### src/wake_filter_pkg.sv
package wake_filter_pkg;

   // =====================================================================
   // register offsets
   localparam logic [7:0] OFS_TARGET_ID_LOW = 8'h33;
   localparam logic [7:0] OFS_EXT_MASK_TOP = 8'h34;
   localparam logic [7:0] OFS_EXT_MASK_MID = 8'h35;
   localparam logic [7:0] OFS_EXT_MASK_LOW = 8'h36;
   localparam logic [7:0] OFS_BASE_MASK_HIGH = 8'h37;
   localparam logic [7:0] OFS_BASE_MASK_LEN = 8'h38;
   localparam logic [7:0] OFS_EXPECTED_FIRST = 8'h39;
   localparam logic [7:0] OFS_EXPECTED_LAST = 8'h40;
   localparam logic [7:0] OFS_SPARE_FIRST = 8'h41;
   localparam logic [7:0] OFS_SPARE_LAST = 8'h43;
   localparam logic [7:0] OFS_BUS_RATE = 8'h44;

   // =====================================================================
   // field positions
   localparam int TID_HI = 7;
   localparam int TID_LO = 2;
   localparam int MASK_TOP_HI = 1;
   localparam int BMASK_HI = 7;
   localparam int BMASK_LO = 5;
   localparam int LEN_HI = 4;
   localparam int LEN_LO = 1;
   localparam int DATA_EN_BIT = 0;
   localparam int FD_IGNORE_BIT = 7;
   localparam int RATE_HI = 6;
   localparam int RATE_LO = 4;
   localparam int RATIO_HI = 3;
   localparam int RATIO_LO = 2;

   // =====================================================================
   // values after reset, and error counter limit
   localparam logic [7:0] RST_BYTE = 8'h00;
   localparam logic [7:0] RST_BUS_RATE = 8'h50;
   localparam logic [2:0] RST_RATE = 3'h5;
   localparam logic [1:0] RST_RATIO = 2'h0;
   localparam logic [7:0] ERR_CNT_MAX = 8'hFF;

   // =====================================================================
   // nominal rate and fast phase ratio codes
   typedef enum logic [2:0] {
      RATE_50K = 3'b000,
      RATE_100K = 3'b001,
      RATE_125K = 3'b010,
      RATE_250K = 3'b011,
      RATE_RSVD_A = 3'b100,
      RATE_500K = 3'b101,
      RATE_RSVD_B = 3'b110,
      RATE_1M = 3'b111
   } rate_e;

   typedef enum logic [1:0] {
      RATIO_UPTO_4X = 2'b00,
      RATIO_5X_10X = 2'b01,
      RATIO_RSVD_A = 2'b10,
      RATIO_RSVD_B = 2'b11
   } ratio_e;

   localparam int EXP_BYTES = 8;

endpackage

### src/wake_frame_matcher.sv
`timescale 1ns/1ps
// combinational comparison of one received frame against the stored filter
module wake_frame_matcher
   import wake_filter_pkg::*;
(
   // stored target and masks
   input wire logic id_format_ext,
   input wire logic [28:0] target_id,
   input wire logic [28:0] id_mask,
   input wire logic [3:0] expect_len,
   input wire logic [63:0] expect_data,
   // received frame
   input wire logic frame_ide,
   input wire logic [28:0] frame_id,
   input wire logic [3:0] frame_dlc,
   input wire logic [63:0] frame_data,
   // results
   output logic id_ok,
   output logic len_ok,
   output logic data_ok
);

   // =====================================================================
   // every bit set in the expected byte must also be set in the received one
   function automatic logic byte_covers(input logic [7:0] rx, input logic [7:0] want);
      return (rx & want) == want;
   endfunction

   logic [3:0] present;
   logic [28:0] diff;

   always_comb
   begin
      diff = '0;
      // base frames compare only the low eleven bits, the rest is ignored
      if (id_format_ext)
      begin
         diff = (frame_id ^ target_id) & ~id_mask;
      end
      else
      begin
         diff[10:0] = (frame_id[10:0] ^ target_id[10:0]) & ~id_mask[10:0];
      end
      id_ok = (frame_ide == id_format_ext) && (diff == '0);
      len_ok = (frame_dlc == expect_len);
      // a classic frame carries at most eight bytes whatever the length code says
      present = (frame_dlc > 4'h8) ? 4'h8 : frame_dlc;
      data_ok = 1'b1;
      for (int i = 0; i < EXP_BYTES; i++)
      begin
         if (4'(i) < present && !byte_covers(frame_data[8*i +: 8], expect_data[8*i +: 8]))
         begin
            data_ok = 1'b0;
         end
      end
   end

endmodule // wake_frame_matcher

### src/wake_frame_filter.sv
`timescale 1ns/1ps
// Contract
// - 33h bits 7:2 hold low target id bits; bits 1:0 read zero
// - 34h bits 1:0 hold extended mask 17:16; upper bits read zero
// - 35h holds extended mask 15:8, read-write, resets to zero
// - 36h holds extended mask 7:0, read-write, resets to zero
// - 37h holds base mask 10:3, also extended mask 28:21
// - 38h bits 7:5 hold base mask 2:0, also extended mask 20:18
// - data match on: length code must equal 38h bits 4:1; remote frames ignored
// - data match on: every set expected bit within the received length, up to eight bytes, must be set in received data
// - data match off: length and data assumed valid, remote frames allowed
// - fd ignore clear: every received fd frame counts as error
// - fd ignore set: fd frames are passed over without counting
// - 44h bits 6:4 select nominal rate; 100b and 110b reserved
// - 44h bits 3:2 select fd ratio; 10b and 11b reserved
// - 44h resets to 50h; bits 1:0 read-only zero
// - format bit selects 11-bit base or 29-bit extended target
// - error counter plus one per frame error, minus one per good frame
// - with fd ignore set, fd frames leave the counter unchanged
module wake_frame_filter
(
   // clock and reset
   input wire logic clk,
   input wire logic rst,
   // register access from the serial port core
   input wire logic [7:0] reg_addr,
   input wire logic reg_wr,
   input wire logic [7:0] reg_wdata,
   input wire logic reg_rd,
   output logic [7:0] reg_rdata,
   output logic reg_rvalid,
   // target id parts held outside this block
   input wire logic id_format_ext,
   input wire logic [4:0] target_id_top,
   input wire logic [17:0] target_ext_low,
   // received frame summary from the protocol decoder
   input wire logic frame_done,
   input wire logic frame_err,
   input wire logic frame_ide,
   input wire logic frame_rtr,
   input wire logic frame_fdf,
   input wire logic [28:0] frame_id,
   input wire logic [3:0] frame_dlc,
   input wire logic [63:0] frame_data,
   // results and configuration for the rest of the device
   output logic wake_event,
   output logic [7:0] frame_error_count,
   output wake_filter_pkg::rate_e nominal_rate_select,
   output wake_filter_pkg::ratio_e fast_phase_ratio_select,
   output logic fd_frame_ignore,
   output logic cfg_code_reserved
);
   import wake_filter_pkg::*;

   typedef struct packed {
      logic [5:0] target_id_low_bits;
      logic [1:0] ext_mask_bits_top;
      logic [7:0] ext_mask_bits_mid;
      logic [7:0] ext_mask_bits_low;
      logic [7:0] base_mask_high_bits;
      logic [2:0] base_mask_low_bits;
      logic [3:0] expect_len;
      logic data_match_en;
      logic [7:0][7:0] expected_payload_byte;
      logic fd_ignore;
      rate_e rate;
      ratio_e ratio;
      logic [7:0] err_cnt;
      logic [7:0] rdata;
      logic rvalid;
      logic wake;
      logic code_rsvd;
   } state_s;

   state_s state_r;
   state_s state_nxt;

   // =====================================================================
   // address decode, shared by the read and write paths
   function automatic logic in_range(input logic [7:0] a, input logic [7:0] lo,
                                     input logic [7:0] hi);
      return (a >= lo) && (a <= hi);
   endfunction

   function automatic logic rate_reserved(input logic [2:0] r, input logic [1:0] q);
      return (r == RATE_RSVD_A) || (r == RATE_RSVD_B) || (q == RATIO_RSVD_A) ||
             (q == RATIO_RSVD_B);
   endfunction

   // =====================================================================
   // filter fields assembled from the stored registers
   logic [28:0] target_id;
   logic [28:0] id_mask;
   logic id_ok;
   logic len_ok;
   logic data_ok;
   logic [2:0] exp_idx;

   // base id {top5, low6}; extended id keeps the same top eleven bits
   assign target_id = id_format_ext ?
      {target_id_top, state_r.target_id_low_bits, target_ext_low} :
      {18'h00000, target_id_top, state_r.target_id_low_bits};
   assign id_mask = id_format_ext ?
      {state_r.base_mask_high_bits, state_r.base_mask_low_bits, state_r.ext_mask_bits_top,
       state_r.ext_mask_bits_mid, state_r.ext_mask_bits_low} :
      {18'h00000, state_r.base_mask_high_bits, state_r.base_mask_low_bits};
   assign exp_idx = 3'(reg_addr - OFS_EXPECTED_FIRST);

   wake_frame_matcher u_match (
      .id_format_ext(id_format_ext),
      .target_id(target_id),
      .id_mask(id_mask),
      .expect_len(state_r.expect_len),
      .expect_data(state_r.expected_payload_byte),
      .frame_ide(frame_ide),
      .frame_id(frame_id),
      .frame_dlc(frame_dlc),
      .frame_data(frame_data),
      .id_ok(id_ok),
      .len_ok(len_ok),
      .data_ok(data_ok)
   );

   // =====================================================================
   // frame classification
   logic fd_skip;
   logic count_up;
   logic count_down;
   logic qualifies;

   always_comb
   begin
      fd_skip = frame_fdf && state_r.fd_ignore;
      // a fd frame is an error frame unless it is passed over
      count_up = !fd_skip && (frame_err || (frame_done && frame_fdf));
      count_down = frame_done && !frame_err && !frame_fdf;
      qualifies = frame_done && !frame_err && !frame_fdf && id_ok;
      if (state_r.data_match_en)
      begin
         qualifies = qualifies && !frame_rtr && len_ok && data_ok;
      end
   end

   // =====================================================================
   // next state
   always_comb
   begin
      state_nxt = state_r;
      state_nxt.rvalid = 1'b0;
      state_nxt.wake = qualifies;
      // counter saturates at both ends so a long error burst cannot wrap to zero
      if (count_up && state_r.err_cnt != ERR_CNT_MAX)
      begin
         state_nxt.err_cnt = state_r.err_cnt + 8'h01;
      end
      else if (count_down && state_r.err_cnt != 8'h00)
      begin
         state_nxt.err_cnt = state_r.err_cnt - 8'h01;
      end
      if (reg_wr)
      begin
         case (reg_addr)
            OFS_TARGET_ID_LOW: state_nxt.target_id_low_bits = reg_wdata[TID_HI:TID_LO];
            OFS_EXT_MASK_TOP: state_nxt.ext_mask_bits_top = reg_wdata[MASK_TOP_HI:0];
            OFS_EXT_MASK_MID: state_nxt.ext_mask_bits_mid = reg_wdata;
            OFS_EXT_MASK_LOW: state_nxt.ext_mask_bits_low = reg_wdata;
            OFS_BASE_MASK_HIGH: state_nxt.base_mask_high_bits = reg_wdata;
            OFS_BASE_MASK_LEN:
            begin
               state_nxt.base_mask_low_bits = reg_wdata[BMASK_HI:BMASK_LO];
               state_nxt.expect_len = reg_wdata[LEN_HI:LEN_LO];
               state_nxt.data_match_en = reg_wdata[DATA_EN_BIT];
            end
            OFS_BUS_RATE:
            begin
               state_nxt.fd_ignore = reg_wdata[FD_IGNORE_BIT];
               // reserved codes are stored as written and flagged to the rate logic
               state_nxt.rate = rate_e'(reg_wdata[RATE_HI:RATE_LO]);
               state_nxt.ratio = ratio_e'(reg_wdata[RATIO_HI:RATIO_LO]);
            end
            default:
            begin
               if (in_range(reg_addr, OFS_EXPECTED_FIRST, OFS_EXPECTED_LAST))
               begin
                  state_nxt.expected_payload_byte[exp_idx] = reg_wdata;
               end
            end
         endcase
      end
      state_nxt.code_rsvd = rate_reserved(state_nxt.rate, state_nxt.ratio);
      if (reg_rd)
      begin
         state_nxt.rvalid = 1'b1;
         case (reg_addr)
            OFS_TARGET_ID_LOW: state_nxt.rdata = {state_r.target_id_low_bits, 2'b00};
            OFS_EXT_MASK_TOP: state_nxt.rdata = {6'h00, state_r.ext_mask_bits_top};
            OFS_EXT_MASK_MID: state_nxt.rdata = state_r.ext_mask_bits_mid;
            OFS_EXT_MASK_LOW: state_nxt.rdata = state_r.ext_mask_bits_low;
            OFS_BASE_MASK_HIGH: state_nxt.rdata = state_r.base_mask_high_bits;
            OFS_BASE_MASK_LEN: state_nxt.rdata = {state_r.base_mask_low_bits,
                                                  state_r.expect_len, state_r.data_match_en};
            OFS_BUS_RATE: state_nxt.rdata = {state_r.fd_ignore, state_r.rate,
                                             state_r.ratio, 2'b00};
            default:
            begin
               // spare locations and unmapped addresses both answer zero
               state_nxt.rdata = RST_BYTE;
               if (in_range(reg_addr, OFS_EXPECTED_FIRST, OFS_EXPECTED_LAST))
               begin
                  state_nxt.rdata = state_r.expected_payload_byte[exp_idx];
               end
            end
         endcase
      end
   end

   // =====================================================================
   // state register
   always_ff @(posedge clk)
   begin
      if (rst)
      begin
         state_r <= '0;
         state_r.rate <= rate_e'(RST_BUS_RATE[RATE_HI:RATE_LO]);
         state_r.ratio <= ratio_e'(RST_BUS_RATE[RATIO_HI:RATIO_LO]);
      end
      else
      begin
         state_r <= state_nxt;
      end
   end

   assign reg_rdata = state_r.rdata;
   assign reg_rvalid = state_r.rvalid;
   assign wake_event = state_r.wake;
   assign frame_error_count = state_r.err_cnt;
   assign nominal_rate_select = state_r.rate;
   assign fast_phase_ratio_select = state_r.ratio;
   assign fd_frame_ignore = state_r.fd_ignore;
   assign cfg_code_reserved = state_r.code_rsvd;
endmodule // wake_frame_filter

### config.mk
export PLATFORM = sky130hd
export DESIGN_NAME = wake_frame_filter
export DESIGN_NICKNAME = d
export VERILOG_FILES = /design/src/wake_filter_pkg.sv /design/src/wake_frame_matcher.sv /design/src/wake_frame_filter.sv
export SDC_FILE = /design/constraint.sdc
export NUM_CORES = 1
export LEC_CHECK = 0
export BUFFER_PORTS_ARGS = -buffer_cell sky130_fd_sc_hd__buf_2
export CAP_MARGIN = 25
export CORE_MARGIN = 2
export CORE_UTILIZATION = 50
export DETAILED_ROUTE_END_ITERATION = 6
export HOLD_SLACK_MARGIN = 0.08
export PLACE_DENSITY = 0.85
export SLEW_MARGIN = 25
export SYNTH_ARGS = -nofsm -noshare
export SYNTH_HDL_FRONTEND = slang
export SYNTH_SLANG_ARGS = --single-unit
### constraint.sdc
create_clock -name clk -period 3.8 [get_ports clk]
set_input_delay 0.19 -clock clk [delete_from_list [all_inputs] [get_ports clk]]
set_output_delay 0.19 -clock clk [all_outputs]
set_load 0.01 [all_outputs]
==> results summary, run 1 <==
The die outline area came out at about 16000 um^2. The number of global-route vias before repair is 6653. The number of remaining DRC errors came out at 2. The final-layout fill cell count came out at roughly 1200. The total wire length is around 22 mm. STA puts the critical path data required time at around 4.1 ns. Setup repair after global routing left no endpoint under its margin. The sequential cell area came out at between 2000 and 3000 um^2. Combinational logic burns between 10% and 20% of the power. Among all flip-flop cells after synthesis, the most frequent one is sky130_fd_sc_hd__dfxtp_1. For this run, asynchronously set or reset flops after synthesis account for 0%. The delay of the slowest cell on the worst path came out at approximately 0.86 ns. For the finished layout, the period the worst path requires is ~2.8 ns.

The clock transition time at the flip-flop clock pins of the worst setup and hold paths is around 0.050 ns. STA classifies the critical path endpoint as a flop. The count of cells along the worst hold path is 4. sky130_fd_sc_hd__dfxtp_1 is the most common cell in the netlist. During synthesis, Yosys emitted a total of 0 warnings. The total congestion overflow is 0. The largest total area in the synthesized netlist belongs to sky130_fd_sc_hd__dfxtp_1. The worst hold path terminates at wake_event. The count of maximum capacitance violations is 0.

The maximum fanout along the worst path came out at 3. The count of distinct cell types in the synthesized netlist is 65. The synthesized design contains 0 enable-type register cells. The number of levels in the clock H-tree came out at 4. The area of all placed cells without fillers is about 8700 um^2. The final setup violation count came out at 0. The total net switching power is 908.1 uW. The setup slack after placement came out at roughly 1.0 ns.

The post-cts hold buffer count is 0. Synthesis handed over a netlist of 875 instances. Of the total power, the share spent switching nets is between 20% and 30%. The total count of max-transition violations in the final report is 0. Once layout is complete, the utilization of the core stands at 59.94%. The clock group share of total power is between 40% and 50%. Clock skew on the completed layout was measured at about 0.0046 ns. The worst voltage drop across the vdd grid came out at approximately 0.34 mV. Data on the critical path arrives at its endpoint at 3.14 ns. The part of the power in registers is between 30% and 40%. The floorplan die height is ~130 um. CTS saw 129 sinks.

The initial antenna violation count came to 0. The register-to-register setup slack is a little under 1 ns. The number of nets still failing antenna checks after routing came out at 0. The total negative slack for setup checks came out at 0 ns. The slowest stage of the critical path is the sky130_fd_sc_hd__a2111oi_0 cell. In the post-route analysis, the smallest setup slack over all paths is slightly below 1 ns.

The ratio of total power to cell area came out at between 400 and 500 nW/um^2. The leakage component of the power came out at roughly 3.4 nW. The cell chosen for the clock root is sky130_fd_sc_hd__clkbuf_16.

After synthesis, the most frequently instantiated cells are sky130_fd_sc_hd__dfxtp_1 (129), sky130_fd_sc_hd__mux2i_1 (104), sky130_fd_sc_hd__nor2_1 (93). The final-layout worst hold slack came out at 0.1615 ns. The starting density of the core is between 50% and 60%. STA classifies the critical path startpoint as a flop.

The worst slew margin relative to its limit is approximately 33%. Buffers inserted during clock tree synthesis total 17. The post-layout total power is 3.662 mW. Detailed placement finished with a half-perimeter wire length of 16.02 mm. The sequential share of the synthesized area came out at 35.08%.

In the global route stage, overall resource usage came out at approximately 28%. The net total in the final layout came out at 1148. The cell family contributing the most delay on the critical path is simple AND/OR/NAND/NOR gates. The worst register-to-register path begins at state_r[26]. In the final layout, the multi-input gates occupy between 4000 and 5000 um^2. The number of cells traversed by the worst register-to-register path is 6. The post-cts gate resize count came out at 0.

The number of search-and-repair iterations in the first detailed-routing pass came out at 7. TritonCTS built the clock tree. The number of antenna diodes in the final layout is 0. The per-instance average area after synthesis came out at between 8 and 9 um^2. The post-CTS setup repair buffer count came out at 0. During I/O placement, the number of pins put on the boundary was around 170. The post-synthesis net count is around 1000.

The die width is 125.3 um. Of the post-synthesis cell area, the dominant cell type holds between 30% and 40%. The count of placed standard cells in the final layout, fillers left out came out at 1188. After synthesis, the cell types taking the most area are sky130_fd_sc_hd__dfxtp_1 (35%), sky130_fd_sc_hd__mux2i_1 (14%), sky130_fd_sc_hd__xnor2_1 (5.2%).

The post-placement cell area came out at 8039 um^2. Cell internal power was estimated by the tool at approximately 2.8 mW. The final cycle utilization of the critical path came out at 74.12%. The standard-cell row count came out at 44. The overall via count from detail_route came out at ~7200.

The average wire per standard cell came out at 18.87 um. The first global-routing pass estimated ~35 mm of wire. Traced cell by cell, the critical path runs through nor2b_1, a2111oi_0, nand4_1, nor4_1, a31oi_1, nor3_2.

The layout overhead on the synthesized area is 17.88%. The highest attainable clock frequency is between 0.3 and 0.4 GHz. The count of input and output buffers came out at between 150 and 200.

The slew of the pin with the lowest slew margin came out at between 0.9 and 1 ns. The start-to-end type of the worst setup path is flop to flop. The share of post-route cells with drive strength above 1 is 21.81%. The weighted congestion reported at the end of routability-driven placement came out at 0.9093.

The checks that failed: design-rule violations. The pin count of the biggest net entering global routing came out at 95. The number of placed cells counting well taps came out at roughly 1200.

In this run the critical register-to-register path is captured at wake_event. The run finished, with violations left. After the first detailed-routing iteration, the DRC count stood at 996.

The number of hold violations in the final report is 0. In this run the most critical hold path is launched from frame_rtr. The critical path contains buffers and inverters numbering 0 combined. The per-cell via count in the routed design came out at around 6.0. The worst hold path belongs to the class input port to flop. Counting flops and latches in the post-synthesis netlist gives roughly 130.

The insertion delay to the later sink of the worst-skew pair came out at roughly 0.42 ns. The region available for standard cell placement spans roughly 14000 um^2. The cell area that synthesis handed to floorplanning was 7362 um^2.

In this run the deepest clock path goes through 2 buffers.
## area by class of cell
type,instances,share of cell area [%]
flip-flops and latches,129,29.76
repair buffers,175,10.27
clock inverters,11,1.817
well taps,184,2.653
multi-input cells,619,47.85
inverters,49,2.119
clock buffers,21,5.536
## metal layers
| layer | up-vias | track usage (%) | wire, um |
|---|---|---|---|
| li1 | 3302 | - | - |
| met1 | 3351 | 35.56 | 8912 |
| met2 | 433 | 43.96 | 10220 |
| met3 | 88 | 6.718 | 2201 |
| met4 | 0 | 13.53 | 1081 |
| met5 | - | 0 | 0 |
## worst max path at each step
| stage | start | endpoint | slack, ns | depth (start not counted) |
|---|---|---|---|---|
| 6_report | state_r[26] | wake_event | 0.98 | 6 |
| 5_1_grt | state_r[26] | wake_event | 1.07 | 6 |
| 4_1_cts | state_r[26] | wake_event | 1.20 | 6 |
| 3_5_place_dp | reg_addr[0] | state_r[66] | 1.01 | 9 |
| 3_3_place_gp | reg_addr[0] | state_r[70] | 1.15 | 9 |
| 2_1_floorplan | frame_error_count[0] | frame_error_count[7] | 1.18 | 8 |
## placed cells by master (no fill, tap or decap), types with 24 or more instances in the layout
cell and count:
sky130_fd_sc_hd__a21oi_1 52, sky130_fd_sc_hd__buf_2 169, sky130_fd_sc_hd__dfxtp_1 129, sky130_fd_sc_hd__inv_1 49, sky130_fd_sc_hd__mux2i_1 104, sky130_fd_sc_hd__nand2_1 71, sky130_fd_sc_hd__nand3_1 48, sky130_fd_sc_hd__nor2_1 93
sky130_fd_sc_hd__nor2b_1 24, sky130_fd_sc_hd__o22ai_1 28, sky130_fd_sc_hd__xnor2_1 44
## flip-flops by register name, indices dropped and copies added, names as in the netlist
name / count
frame_error_count: 8
state_r: 104
reg_rdata: 8
fd_frame_ignore: 1
fast_phase_ratio_select: 2
reg_rvalid: 1
cfg_code_reserved: 1
nominal_rate_select: 3
wake_event: 1
## power by group through the flow
| stage | combinational (mW) | sequential, mW | clock (mW) |
|---|---|---|---|
| after floorplan | 0.333 | 1.43 | 0 |
| after global placement | 0.473 | 1.44 | 0 |
| after detailed placement | 0.482 | 1.44 | 0 |
| after CTS | 0.483 | 1.41 | 1.77 |
| after global routing | 0.532 | 1.42 | 1.83 |
| final | 0.489 | 1.41 | 1.76 |
## cell families (layout without fill, tap and decap cells)
logic type,after synthesis,after routing,synth area share [%]
flops,129,129,35.08
simple gates,289,289,18.80
fa+ha+maj,11,11,1.971
compound gates,168,168,15.79
xor+xnor,47,47,5.694
mux,104,104,14.14
buf+inv,127,256,8.532
## worst reg2reg max path, stage by stage, from the launching register on
cell and delay [ns]:
sky130_fd_sc_hd__dfxtp_1 0.34, sky130_fd_sc_hd__nor2b_1 0.13, sky130_fd_sc_hd__a2111oi_0 0.86, sky130_fd_sc_hd__nand4_1 0.47, sky130_fd_sc_hd__nor4_1 0.49, sky130_fd_sc_hd__a31oi_1 0.18, sky130_fd_sc_hd__nor3_2 0.26
Note: power is estimated with default switching activity, not from simulation.
==> inputs of run 2 (changes only) <==
--- a/config.mk
+++ b/config.mk
@@ -5,13 +5,14 @@
 export SDC_FILE = /design/constraint.sdc
 export NUM_CORES = 1
 export LEC_CHECK = 0
+export ABC_AREA = 1
 export BUFFER_PORTS_ARGS = -buffer_cell sky130_fd_sc_hd__buf_2
 export CAP_MARGIN = 25
 export CORE_MARGIN = 2
 export CORE_UTILIZATION = 50
 export DETAILED_ROUTE_END_ITERATION = 6
 export HOLD_SLACK_MARGIN = 0.08
-export PLACE_DENSITY = 0.85
+export PLACE_DENSITY = 0.87
 export SLEW_MARGIN = 25
 export SYNTH_ARGS = -nofsm -noshare
 export SYNTH_HDL_FRONTEND = slang
==> constraint.sdc (replaced) <==
create_clock -name clk -period 2.56 [get_ports clk]
set_input_delay 0.128 -clock clk [delete_from_list [all_inputs] [get_ports clk]]
set_output_delay 0.128 -clock clk [all_outputs]
set_load 0.01 [all_outputs]
==> results summary, run 2 <==
The share of post-route cells with drive strength above 1 is about 17%. The cell chosen for the clock root is sky130_fd_sc_hd__clkbuf_16. The slew of the pin with the lowest slew margin is roughly 0.8 ns. The capturing point of the worst reg2reg path is frame_error_count[6]. The number of global-route vias before repair is about 8400. The critical path capture point type is a flop.

The later pin in the worst-skew pair is clocked with a latency of between 0.4 and 0.5 ns. The flow ran to the end, and the final reports show no timing, DRC or antenna violations. The area share of the largest cell type after synthesis came out at a little under a third. The number of levels in the clock H-tree is 4. The dominant register cell in the synthesized netlist is sky130_fd_sc_hd__dfxtp_1. The clock net sink count came out at 129. The per-cell via count in the routed design came out at roughly 5.5.

In the post-synthesis netlist, the biggest area contributors are sky130_fd_sc_hd__dfxtp_1 (32%), sky130_fd_sc_hd__nand2_1 (15%), sky130_fd_sc_hd__a21oi_1 (8.6%). The number of warning messages in the yosys log came out at 0. After floorplanning, the core was divided into 46 placement rows. The area taken by multi-input logic gates is between 4000 and 5000 um^2. Leaving out fill and tap cells, the most frequent cells in the layout are sky130_fd_sc_hd__nand2_1 (319), sky130_fd_sc_hd__nor2_1 (178), sky130_fd_sc_hd__buf_2 (170), sky130_fd_sc_hd__inv_1 (169), sky130_fd_sc_hd__a21oi_1 (141). The count of input and output buffers is 170. In the synthesized netlist the async set-or-reset flop fraction comes to 0%.

The required time at the endpoint of the critical path came out at 2.91 ns. The worst slew margin relative to its limit is 45.02%. The simple-gate share of the synthesized area came out at between 30 and 40%.

The synthesized netlist devotes about 17% of its cell area to compound gates. The pin count of the biggest net entering global routing is 73. After clock tree synthesis, the clock-pin slew on the worst setup and hold paths is about 0.060 ns.

Compared with the post-synthesis result, the final layout area differs by 17.65%. At the end of the flow, the number of nets in the layout was approximately 1600. The mapped netlist covers around 8200 um^2.

The global-route wire length before repair came out at between 40 and 50 mm. The sequential share of the synthesized area is 31.65%. sky130_fd_sc_hd__nand2_1 is the most common cell in the netlist. Setup violations remaining at the end of the flow were counted as 0. The total count of max-transition violations in the final report is 0. The total wire length came out at roughly 26 mm.

Across the routed clock network, the largest skew measured is around 0.0085 ns. The post-CTS setup repair buffer count came out at 0. The register-to-register setup slack came out at about 0.39 ns. The number of nets still failing antenna checks after routing is 0. The per-instance average area after synthesis is about 6 um^2. The total clock buffers created by CTS came out at 17. The floorplan step defined a core boundary enclosing about 16000 um^2. Measured along the y axis, the die boundary spans between 100 and 150 um. The number of gates resized after CTS was 0. The number of instances in the synthesized netlist came out at 1343. The number of search-and-repair iterations in the first detailed-routing pass is 7. The share of the synthesized netlist area taken by xor and xnor gates is less than 1%. The final-layout fill cell count is about 1500. The highest attainable clock frequency is ~0.46 GHz. The starting DRC count in detailed routing came out at about 1200. The sequential cell area is approximately 2600 um^2. The number of cells traversed by the worst register-to-register path came out at 12. The synthesized flop and latch total is between 100 and 150.

The wire-length estimate of the detail-placed layout is about 19 mm. In the final routed layout, each cell accounts on average for approximately 15 um. The starting density of the core came out at about half. Detailed routing inserted a total of 9458 vias. VDD sags by at most approximately 0.50 mV.

Of the available clock period, the critical path in the final layout requires between 80 and 90%. The die covers between 15000 and 20000 um^2. The post-synthesis net count came out at 1500. The ratio of total power to cell area is 530.4 nW/um^2. The clock period could shrink to about 2.2 ns. The end of the worst hold path is state_r[122].

In this run, distinct cell masters in the synthesized netlist total 35. The portion of synthesized area spent on multiplexers is 0.1227%. The number of remaining DRC errors is 0. The register with the most flip-flops in the final layout is state_r. The global-route total usage across every layer came out at between 20% and 30%. The congestion estimate from routability-driven global placement came to ~0.95. The count of cells along the worst hold path came out at 3.

The number of hold violations in the final report is 0. The count of flip-flops with a built-in enable after synthesis came out at 0. By area, the combinational part of the netlist is dominated by simple AND/OR/NAND/NOR gates. The adder-cell share of the synthesized area is under 10%. The maximum fanout along the worst path is 9.

The die is about 130 um wide. The critical hold path startpoint is reg_wr. The commonest cells after synthesis are sky130_fd_sc_hd__nand2_1 (319), sky130_fd_sc_hd__nor2_1 (178), sky130_fd_sc_hd__inv_1 (169). The tightest min-delay check is of the input port to flop type. In this run the static leakage power is about 4.5 nW. The cell taking the most area after synthesis is sky130_fd_sc_hd__dfxtp_1. The total congestion overflow is 0. The launch instance of the worst register-to-register path is frame_error_count[0]. The critical path data arrival time is ~2.5 ns. STA classifies the critical path startpoint as a flop.

In this run the deepest clock path goes through 2 buffers. TritonCTS built the clock tree. The initial antenna violation count came out at 2. In this run the count of I/O pins placed on the die edge is around 170. The register with the most flip-flops in the layout has between 100 and 150 of them.

The total negative slack for setup checks came out at 0 ns. Setup repair after global routing left no endpoint under its margin. The count of maximum capacitance violations came out at 0. The most frequent standard cell in the layout excluding fill and tap cells is sky130_fd_sc_hd__nand2_1. Once layout is complete, the utilization of the core stands at between 60% and 70%. By startpoint and endpoint, the worst setup path is classified as flop to flop.
==> run 2: kinds of logic after synthesis <==
kind of cell	count (synthesis)
AND/OR/NAND/NOR	674
AO/OA/AOI/OAI	269
buffers and inverters	254
flip-flops	129
adder cells (fa/ha/maj)	11
XOR/XNOR	5
multiplexers	1
==> run 2: worst max path at each step <==
stage | start | end | slack, ns
5_1_grt | frame_error_count[0] | frame_error_count[6] | 0.19
3_5_place_dp | reg_addr[0] | state_r[56] | -0.17
4_1_cts | reg_addr[0] | state_r[56] | 0.21
3_3_place_gp | reg_addr[0] | state_r[60] | -0.07
6_report | frame_error_count[0] | frame_error_count[6] | 0.39
2_1_floorplan | frame_error_count[0] | frame_error_count[6] | 0.43
==> run 2: routing by layer <==
layer / part of all wire, % / vias up / global-route usage, % / routed length (um)
li1: - / 4617 / - / -
met1: 40 / 4154 / 37.36 / 10500
met2: 45 / 581 / 46.45 / 11670
met3: 11 / 104 / 6.267 / 2824
met4: 4.1 / 2 / 14.13 / 1068
met5: 0.027 / - / 0 / 7
==> run 2: cell type report <==
type	count	share of cell area, %
tap	216	2.815
antenna	2	0.05214
clock inverter	6	0.5735
multi-input combinational	961	46.68
inverter	179	6.999
clock buffer	25	5.162
timing repair buffer	193	10.82
sequential	129	26.90
==> run 2: power breakdown <==
| part | total, mW | internal, mW | switching [mW] |
|---|---|---|---|
| sequential | 2.07 | 2.04 | 0.0348 |
| combinational | 0.731 | 0.270 | 0.461 |
| clock | 2.29 | 1.42 | 0.866 |
==> run 2: through the flow <==
stage	power, mW	cells	setup slack, ns	hold slack [ns]	instance area [um^2]
after floorplan	2.573	1343	0.4290	0.2598	8159
after global placement	2.808	1676	-0.07017	0.4485	9022
after detailed placement	2.824	1676	-0.1699	0.4541	9022
after CTS	5.080	1708	0.2111	0.1202	9583
after global routing	5.270	1710	0.1878	0.1491	9597
final	5.091	1711	0.3889	0.1318	9599
==> run 2: repair_timing <==
item                                   in CTS  in global routing
hold buffers                                1                  0
setup endpoints to repair                   0                 40
endpoints found under the hold margin       4                  0
==> run 2: worst max-delay path, cell delays in order, from the launching register on <==
cell and delay, ns:
sky130_fd_sc_hd__dfxtp_1 0.47, sky130_fd_sc_hd__nand4_1 0.14, sky130_fd_sc_hd__o211ai_1 0.18, sky130_fd_sc_hd__buf_4 0.20, sky130_fd_sc_hd__ha_1 0.30, sky130_fd_sc_hd__nand3_1 0.11
sky130_fd_sc_hd__nand3_1 0.11, sky130_fd_sc_hd__nand2_1 0.09, sky130_fd_sc_hd__nand2_1 0.05, sky130_fd_sc_hd__a21oi_1 0.15, sky130_fd_sc_hd__xor2_1 0.16, sky130_fd_sc_hd__nor2_1 0.05
sky130_fd_sc_hd__nor2_1 0.10
